===== config.mk =====
export PLATFORM = sky130hd
export DESIGN_NAME = blu_unit
export DESIGN_NICKNAME = d
export VERILOG_FILES = /design/src/hdl/blu_pkg.sv /design/src/hdl/blu_unit.sv /design/src/hdl/blu_cond.sv
export SDC_FILE = /design/constraint.sdc
export NUM_CORES = 1
export LEC_CHECK = 0
export BUFFER_PORTS_ARGS = -buffer_cell sky130_fd_sc_hd__buf_4
export CORE_MARGIN = 4
export CORE_UTILIZATION = 40
export DETAILED_ROUTE_END_ITERATION = 6
export PLACE_DENSITY = 0.72
export SETUP_SLACK_MARGIN = 0.5
export SYNTH_ARGS = -nofsm -noshare
export SYNTH_HDL_FRONTEND = slang
export SYNTH_SLANG_ARGS = --single-unit

===== constraint.sdc =====
create_clock -name clk_i -period 8.3 [get_ports clk_i]
set_clock_uncertainty 0.05 [all_clocks]
set_input_delay 2.49 -clock clk_i [delete_from_list [all_inputs] [get_ports clk_i]]
set_output_delay 2.49 -clock clk_i [all_outputs]
set_load 0.05 [all_outputs]

===== src/hdl/blu_pkg.sv =====
package blu_pkg;

	// Datapath and field widths
	localparam int BLU_WORD_W  = 32;
	localparam int BLU_REG_AW  = 4;
	localparam int BLU_CC_W    = 4;
	localparam int BLU_OP_W    = 8;

	// Order of the new index against the limit: 0 = logical, 1 = two's complement
	localparam bit BLU_SIGNED_CMP = 1'b0;

	// Operation codes handled by this unit
	localparam logic [BLU_OP_W-1:0] BLU_OP_LINK_RR  = 8'h01;
	localparam logic [BLU_OP_W-1:0] BLU_OP_FALSE_RR = 8'h03;
	localparam logic [BLU_OP_W-1:0] BLU_OP_LINK_RX  = 8'h41;
	localparam logic [BLU_OP_W-1:0] BLU_OP_FALSE_RX = 8'h43;
	localparam logic [BLU_OP_W-1:0] BLU_OP_IDX_HI   = 8'hC0;
	localparam logic [BLU_OP_W-1:0] BLU_OP_IDX_LE   = 8'hC1;

	// Positions of the carry_ovf_gt_lt_flags inside the condition code
	localparam int BLU_CC_C = 3;
	localparam int BLU_CC_V = 2;
	localparam int BLU_CC_G = 1;
	localparam int BLU_CC_L = 0;

	// Register triple offsets from the first_register_field
	localparam logic [BLU_REG_AW-1:0] BLU_INCR_OFS  = 4'h1;
	localparam logic [BLU_REG_AW-1:0] BLU_LIMIT_OFS = 4'h2;

	// Reset values
	localparam logic [BLU_REG_AW-1:0] BLU_RST_REG = 4'h0;
	localparam logic [BLU_CC_W-1:0]   BLU_RST_CC  = 4'h0;

	typedef enum logic [1:0] {
		BLU_K_LINK,
		BLU_K_INDEX,
		BLU_K_FALSE
	} blu_kind_t;

	typedef enum logic [2:0] {
		BLU_ST_IDLE,
		BLU_ST_TGT,
		BLU_ST_IDX0,
		BLU_ST_IDX1,
		BLU_ST_IDX2,
		BLU_ST_EXEC
	} blu_state_t;

endpackage


===== src/hdl/blu_unit.sv =====
`timescale 1ns/1ps
module blu_unit
	import blu_pkg::*;
#(
	parameter int WORD_W     = BLU_WORD_W,
	parameter bit SIGNED_CMP = BLU_SIGNED_CMP
) (
	input  wire logic                  clk_i,
	input  wire logic                  rst_i,
	input  wire logic                  start_i,
	input  wire logic [BLU_OP_W-1:0]   opcode_i,
	input  wire logic [BLU_REG_AW-1:0] first_register_field_i,
	input  wire logic [BLU_REG_AW-1:0] second_register_field_i,
	input  wire logic [WORD_W-1:0]     ea_i,
	input  wire logic [WORD_W-1:0]     next_loc_i,
	input  wire logic [BLU_CC_W-1:0]   cc_i,
	input  wire logic [WORD_W-1:0]     rd_data_i,
	output logic                       busy_o,
	output logic      [BLU_REG_AW-1:0] rd_addr_o,
	output logic                       wr_en_o,
	output logic      [BLU_REG_AW-1:0] wr_addr_o,
	output logic      [WORD_W-1:0]     wr_data_o,
	output logic      [WORD_W-1:0]     location_counter_o,
	output logic                       loc_load_o,
	output logic                       taken_o,
	output logic      [BLU_CC_W-1:0]   cc_o,
	output logic                       done_o,
	output logic                       err_o
);

	// Instruction context captured when a request is taken
	blu_state_t              state_r;
	blu_state_t              state_nxt;
	blu_kind_t               kind_r;
	blu_kind_t               kind_nxt;
	logic                    low_eq_r;
	logic                    low_eq_nxt;
	logic [BLU_REG_AW-1:0]   r1_r;
	logic [BLU_REG_AW-1:0]   r1_nxt;
	logic [WORD_W-1:0]       target_r;
	logic [WORD_W-1:0]       target_nxt;
	logic [WORD_W-1:0]       seq_r;
	logic [WORD_W-1:0]       seq_nxt;
	logic [BLU_CC_W-1:0]     cc_held_r;
	logic [BLU_CC_W-1:0]     cc_held_nxt;

	// Index triple, read one register per cycle through the single read port
	logic [WORD_W-1:0]       index_r;
	logic [WORD_W-1:0]       index_nxt;
	logic [WORD_W-1:0]       incr_r;
	logic [WORD_W-1:0]       incr_nxt;
	logic [WORD_W-1:0]       limit_r;
	logic [WORD_W-1:0]       limit_nxt;

	// Output registers; every port is driven straight from one of these
	logic                    busy_r;
	logic                    busy_nxt;
	logic [BLU_REG_AW-1:0]   rd_addr_r;
	logic [BLU_REG_AW-1:0]   rd_addr_nxt;
	logic                    wr_en_r;
	logic                    wr_en_nxt;
	logic [BLU_REG_AW-1:0]   wr_addr_r;
	logic [BLU_REG_AW-1:0]   wr_addr_nxt;
	logic [WORD_W-1:0]       wr_data_r;
	logic [WORD_W-1:0]       wr_data_nxt;
	logic [WORD_W-1:0]       loc_r;
	logic [WORD_W-1:0]       loc_nxt;
	logic                    loc_load_r;
	logic                    loc_load_nxt;
	logic                    taken_r;
	logic                    taken_nxt;
	logic [BLU_CC_W-1:0]     cc_out_r;
	logic [BLU_CC_W-1:0]     cc_out_nxt;
	logic                    done_r;
	logic                    done_nxt;
	logic                    err_r;
	logic                    err_nxt;

	// Decision results, valid while the captured operands stand
	logic [WORD_W-1:0]       sum;
	logic                    index_taken;
	logic                    false_taken;

	// Adder and comparator live apart so the order of comparison stays a parameter
	blu_cond #(
		.WORD_W     (WORD_W),
		.SIGNED_CMP (SIGNED_CMP)
	) u_cond (
		.index_i       (index_r),
		.incr_i        (incr_r),
		.limit_i       (limit_r),
		.low_eq_i      (low_eq_r),
		.mask_i        (r1_r),
		.cc_i          (cc_held_r),
		.sum_o         (sum),
		.index_taken_o (index_taken),
		.false_taken_o (false_taken)
	);

	// One request at a time: start_i is looked at only while idle, so a
	// request held high through a busy period is ignored rather than queued;
	// the caller must present one pulse per instruction
	always_comb begin
		state_nxt    = state_r;
		kind_nxt     = kind_r;
		low_eq_nxt   = low_eq_r;
		r1_nxt       = r1_r;
		target_nxt   = target_r;
		seq_nxt      = seq_r;
		cc_held_nxt  = cc_held_r;
		index_nxt    = index_r;
		incr_nxt     = incr_r;
		limit_nxt    = limit_r;
		rd_addr_nxt  = rd_addr_r;
		wr_addr_nxt  = wr_addr_r;
		wr_data_nxt  = wr_data_r;
		loc_nxt      = loc_r;
		taken_nxt    = taken_r;
		cc_out_nxt   = cc_out_r;
		wr_en_nxt    = 1'b0;
		loc_load_nxt = 1'b0;
		done_nxt     = 1'b0;
		err_nxt      = 1'b0;

		unique case (state_r)
			BLU_ST_IDLE: begin
				if (start_i) begin
					// Target and sequential address are latched before any
					// register write, so a link or index register that is also
					// an address field still gives its old contents
					r1_nxt      = first_register_field_i;
					target_nxt  = ea_i;
					seq_nxt     = next_loc_i;
					cc_held_nxt = cc_i;
					low_eq_nxt  = (opcode_i == BLU_OP_IDX_LE);
					case (opcode_i)
						BLU_OP_LINK_RX: begin
							kind_nxt  = BLU_K_LINK;
							state_nxt = BLU_ST_EXEC;
						end
						BLU_OP_LINK_RR: begin
							kind_nxt    = BLU_K_LINK;
							rd_addr_nxt = second_register_field_i;
							state_nxt   = BLU_ST_TGT;
						end
						BLU_OP_FALSE_RX: begin
							kind_nxt  = BLU_K_FALSE;
							state_nxt = BLU_ST_EXEC;
						end
						BLU_OP_FALSE_RR: begin
							kind_nxt    = BLU_K_FALSE;
							rd_addr_nxt = second_register_field_i;
							state_nxt   = BLU_ST_TGT;
						end
						BLU_OP_IDX_LE, BLU_OP_IDX_HI: begin
							kind_nxt    = BLU_K_INDEX;
							rd_addr_nxt = first_register_field_i;
							state_nxt   = BLU_ST_IDX0;
						end
						default: begin
							// Other branch forms are executed elsewhere; flag the
							// request and stay idle; no other port changes, though the captured context is reloaded
							err_nxt = 1'b1;
						end
					endcase
				end
			end
			BLU_ST_TGT: begin
				// Register read finishes before the link write in EXEC
				target_nxt = rd_data_i;
				state_nxt  = BLU_ST_EXEC;
			end
			BLU_ST_IDX0: begin
				index_nxt   = rd_data_i;
				// The four-bit sum wraps past register fifteen on its own
				rd_addr_nxt = r1_r + BLU_INCR_OFS;
				state_nxt   = BLU_ST_IDX1;
			end
			BLU_ST_IDX1: begin
				// Limit is read last; the sum is formed from registered operands
				incr_nxt    = rd_data_i;
				rd_addr_nxt = r1_r + BLU_LIMIT_OFS;
				state_nxt   = BLU_ST_IDX2;
			end
			BLU_ST_IDX2: begin
				limit_nxt = rd_data_i;
				state_nxt = BLU_ST_EXEC;
			end
			BLU_ST_EXEC: begin
				// Completion strobes last one cycle; the values behind them hold
				loc_load_nxt = 1'b1;
				done_nxt     = 1'b1;
				// The flags go back exactly as captured; nothing here alters them
				cc_out_nxt   = cc_held_r;
				state_nxt    = BLU_ST_IDLE;
				unique case (kind_r)
					BLU_K_LINK: begin
						// The link write and the jump land in the same cycle
						wr_en_nxt   = 1'b1;
						wr_addr_nxt = r1_r;
						wr_data_nxt = seq_r;
						taken_nxt   = 1'b1;
						// Bit 0 of the target passes untouched; alignment is up to software
						loc_nxt     = target_r;
					end
					BLU_K_INDEX: begin
						// Write-back happens on both outcomes
						wr_en_nxt   = 1'b1;
						wr_addr_nxt = r1_r;
						wr_data_nxt = sum;
						taken_nxt   = index_taken;
						loc_nxt     = index_taken ? target_r : seq_r;
					end
					BLU_K_FALSE: begin
						// No register write; the mask came in on the first field
						taken_nxt = false_taken;
						loc_nxt   = false_taken ? target_r : seq_r;
					end
				endcase
			end
		endcase

		// Busy follows the next state, so it is already low while done_o is
		// high and a new request can be taken in that same cycle
		busy_nxt = (state_nxt != BLU_ST_IDLE);
	end

	// Plain register stage; all decisions are made in the process above
	always_ff @(posedge clk_i) begin
		if (rst_i) begin
			state_r    <= BLU_ST_IDLE;
			kind_r     <= BLU_K_LINK;
			low_eq_r   <= 1'b0;
			r1_r       <= BLU_RST_REG;
			target_r   <= '0;
			seq_r      <= '0;
			cc_held_r  <= BLU_RST_CC;
			index_r    <= '0;
			incr_r     <= '0;
			limit_r    <= '0;
			busy_r     <= 1'b0;
			rd_addr_r  <= BLU_RST_REG;
			wr_en_r    <= 1'b0;
			wr_addr_r  <= BLU_RST_REG;
			wr_data_r  <= '0;
			loc_r      <= '0;
			loc_load_r <= 1'b0;
			taken_r    <= 1'b0;
			cc_out_r   <= BLU_RST_CC;
			done_r     <= 1'b0;
			err_r      <= 1'b0;
		end else begin
			state_r    <= state_nxt;
			kind_r     <= kind_nxt;
			low_eq_r   <= low_eq_nxt;
			r1_r       <= r1_nxt;
			target_r   <= target_nxt;
			seq_r      <= seq_nxt;
			cc_held_r  <= cc_held_nxt;
			index_r    <= index_nxt;
			incr_r     <= incr_nxt;
			limit_r    <= limit_nxt;
			busy_r     <= busy_nxt;
			rd_addr_r  <= rd_addr_nxt;
			wr_en_r    <= wr_en_nxt;
			wr_addr_r  <= wr_addr_nxt;
			wr_data_r  <= wr_data_nxt;
			loc_r      <= loc_nxt;
			loc_load_r <= loc_load_nxt;
			taken_r    <= taken_nxt;
			cc_out_r   <= cc_out_nxt;
			done_r     <= done_nxt;
			err_r      <= err_nxt;
		end
	end

	// Ports come straight from flip-flops, so nothing downstream sees a glitch
	assign busy_o             = busy_r;
	assign rd_addr_o          = rd_addr_r;
	assign wr_en_o            = wr_en_r;
	assign wr_addr_o          = wr_addr_r;
	assign wr_data_o          = wr_data_r;
	assign location_counter_o = loc_r;
	assign loc_load_o         = loc_load_r;
	assign taken_o            = taken_r;
	assign cc_o               = cc_out_r;
	assign done_o             = done_r;
	assign err_o              = err_r;

endmodule


===== src/hdl/blu_cond.sv =====
`timescale 1ns/1ps
module blu_cond
	import blu_pkg::*;
#(
	parameter int WORD_W     = BLU_WORD_W,
	parameter bit SIGNED_CMP = BLU_SIGNED_CMP
) (
	input  wire logic [WORD_W-1:0]   index_i,
	input  wire logic [WORD_W-1:0]   incr_i,
	input  wire logic [WORD_W-1:0]   limit_i,
	input  wire logic                low_eq_i,
	input  wire logic [BLU_CC_W-1:0] mask_i,
	input  wire logic [BLU_CC_W-1:0] cc_i,
	output logic      [WORD_W-1:0]   sum_o,
	output logic                     index_taken_o,
	output logic                     false_taken_o
);

	logic not_above;

	// Carry out is dropped on purpose; no flag or trap follows an overflow
	assign sum_o = index_i + incr_i;

	// Logical order by default; a parameter selects signed order
	always_comb begin
		if (SIGNED_CMP) begin
			not_above = ($signed(sum_o) <= $signed(limit_i));
		end else begin
			not_above = (sum_o <= limit_i);
		end
	end

	assign index_taken_o = low_eq_i ? not_above : !not_above;

	// Taken only when no selected flag is set
	assign false_taken_o = ((mask_i & cc_i) == BLU_RST_CC);

endmodule


==> results_dict.tcl <==
set metrics [dict create \
    status "complete, but fails checks" \
    violations "design-rule violations" \
    hp-class "flip-flop to flip-flop" \
    period_needed_ns 5.77 \
    crit_path_end_kind "flip-flop" \
    ant_nets 0 \
    clockRootBuffer "clkbuf_16" \
    layout_commonest_cell "nand2_1" \
    grt_use_met2_pct 35.9 \
    first_pass_iters 7 \
    ys_async_sr_fraction_pct 0 \
    top_usage_layer "met2" \
    synth_ff_type "dfxtp_1" \
    rr_startpoint "index_r[0]" \
    synth_edf_count 0 \
    crit_arrival_ns 6.17 \
    synthMuxAreaShare_pct 1.55 \
    first_iter_violations 1019 \
    yosysWarnings 0 \
    clkSinkCount 255 \
    die_h_um 184 \
    clk_latency_ns 0.53 \
    place_inst 2086 \
    final_cell_mix "365 x nand2_1, 255 x dfxtp_1, 240 x a21oi_1" \
    cts_htree_levels 1 \
    io_buffers 200 \
    gr-total-overflow 0 \
    cp_max_fo 32 \
    clockBufferDepth 3 \
    grt_max_degree 99 \
    hpwl_um 28600 \
    gp_congestion 0.926 \
    clk_pin_slew_ns 0.06 \
    r2r.worst_path.cells 22 \
    grt_setup_unrepaired "false" \
    synthCells 1585 \
    pin_count 201 \
    hold_end "rd_addr_o[3]" \
    yosysTopAreaCell "dfxtp_1" \
    globalRouteTotalUtil_pct 22.7 \
    cts_tree "built" \
    start_kind "flip-flop" \
    grt_pass1_wl_um 62300 \
    grt_pass1_vias 11366 \
    r2r_slack_ns 2.53 \
    gr-usage-met1_pct 32.0 \
    leakagePower_nw 5.90 \
    cts_resized 0 \
    p_per_area_nw_per_um2 244 \
    synth-adder-area-share_pct 7.01 \
    yosys.area.top_type_share_pct 41.1 \
    vdd_drop_max_mv 0.140 \
    netlist_top_cells_area "dfxtp_1 41%, nand2_1 11%, a21oi_1 9.7%" \
    drc_errors 6 \
    cts_hold_buf 0 \
    tightest_slew_ns 1.11 \
    worstSetupPathType "flip-flop to flip-flop" \
    start_util_pct 40.6 \
    wl_per_cell_um 18.9 \
    final_layout_size_suffix_gt1_share_pct 16.2 \
    synth_seq_cells 255 \
    drt-total-wl_um 40200 \
    hold_depth 2 \
    cts-buffers-inserted 27 \
    maxCapViolations 0 \
    postSynthAreaPerCell_um2 7.83 \
    synth_area_um2 12400 \
    synth_xor_area_share_pct 2.12 \
    antenna_cells 0 \
    postCtsSetupBuffers 0 \
    hold_viol 0 \
    die_w_um 184 \
    synth_top_family_by_area "compound AO/OA/AOI/OAI gates" \
    die_area_um2 33900 \
    fmax_mhz 173 \
    synthSimpleGateAreaFrac_pct 18.8 \
    vias 12002 \
    grt_use_met3_pct 3.73 \
    setup_viol 0 \
    nets 1907 \
    fin_crit_sh_pct 69.6 \
    max-slew-margin-rel_pct 26.0 \
    rows 64 \
    yosysSeqAreaShare_pct 41.1 \
    via_per_inst 5.62 \
    synth_nets 1773 \
    finalNonFillerCells 2134 \
    cp.required_ns 8.69 \
    syn_to_final_growth_pct 21.7 \
    slew_violations 0 \
    finalSetupTns_ns 0 \
    rr_endpoint "location_counter_o[25]" \
    synth_compound_area_share_pct 24.4 \
    synth_cell_types 61 \
    hp-start "rd_addr_o[3]" \
    coreArea_um2 30600 \
    antenna_found_initial 0 \
]
-- flip-flops by register name, indices dropped and copies added (netlist names), 32 cells and up --
name	cells
location_counter_o	32
target_r	32
seq_r	32
wr_data_o	32
incr_r	32
limit_r	32
index_r	32
-- layout make-up --
cell class,instances,area (um2)
Clock buffer,36,749
Timing Repair Buffer,217,1630
Fill cell,2924,15500
Sequential cell,255,5100
Multi-Input combinational cell,1167,6770
Inverter,51,191
Clock inverter,12,165
Tap cell,396,495
-- kinds of logic (layout without fill, tap and decap cells) --
group,count (synthesis),count (layout)
buf+inv,163,316
xor+xnor,30,30
mux,19,19
compound gates,498,498
fa+ha+maj,69,69
simple gates,551,551
flops,255,255
-- worst max-delay path by stage --
stage	from	endpoint	slack, ns
global route	index_r[9]	location_counter_o[3]	1.96
finish	index_r[0]	location_counter_o[25]	2.53
detailed placement	index_r[0]	location_counter_o[30]	2.58
global placement	index_r[0]	location_counter_o[2]	2.77
floorplan	index_r[0]	location_counter_o[30]	3.19
CTS	index_r[0]	location_counter_o[25]	2.56
-- cells in the mapped netlist (30+ instances only) --
library cell,count
nand2_1,365
a211oi_1,48
nor3_1,30
dfxtp_1,255
a22oi_1,65
inv_1,49
o21ai_0,61
a21oi_1,240
nor2_1,65
clkbuf_1,103
ha_1,68
or3_1,34
-- worst max-delay path, cell delays in order, from the launching register on --
cell       delay, ns
dfxtp_1         0.32
ha_1            0.21
inv_1           0.07
fa_1            0.25
nor2b_4         0.06
o31a_1          0.27
o31a_1          0.30
o31a_1          0.33
o311a_1         0.39
a31o_1          0.27
a311oi_2        0.29
xnor2_1         0.15
ha_1            0.32
nand4_1         0.14
nor4_1          0.48
nand3_1         0.24
nand2_1         0.15
a2bb2oi_1       0.22
a21oi_1         0.13
o32ai_4         0.23
buf_4           0.41
a22oi_1         0.16
a211oi_1        0.27
-- through the flow --
stage / setup WS [ns] / hold slack, ns / cell area, um2 / utilization [%] / total power [mW]
after global placement: 2.77 / 0.391 / 14200 / 46.4 / 2.41
after global routing: 1.96 / 0.422 / 15100 / 49.4 / 3.86
after floorplan: 3.19 / 0.386 / 12400 / - / 2.09
after detailed placement: 2.58 / 0.394 / 14200 / 46.4 / 2.44
after CTS: 2.56 / 0.403 / 15100 / 49.4 / 3.68
final: 2.53 / 0.402 / 15100 / 49.4 / 3.68
-- power breakdown --
| group | total [mW] | switching (mW) | internal [mW] |
|---|---|---|---|
| combinational | 0.945 | 0.626 | 0.319 |
| clock | 1.26 | 0.502 | 0.755 |
| sequential | 1.48 | 0.119 | 1.36 |
| total | 3.68 | 1.25 | 2.44 |
-- layer usage --
metal	vias up	wire, um	part of all wire, %
met5	-	0	0
met4	0	1150	2.9
met3	62	3450	8.6
met2	478	18200	45
met1	5666	17400	43
li1	5796	-	-
Power figures use the tool's default switching activity.
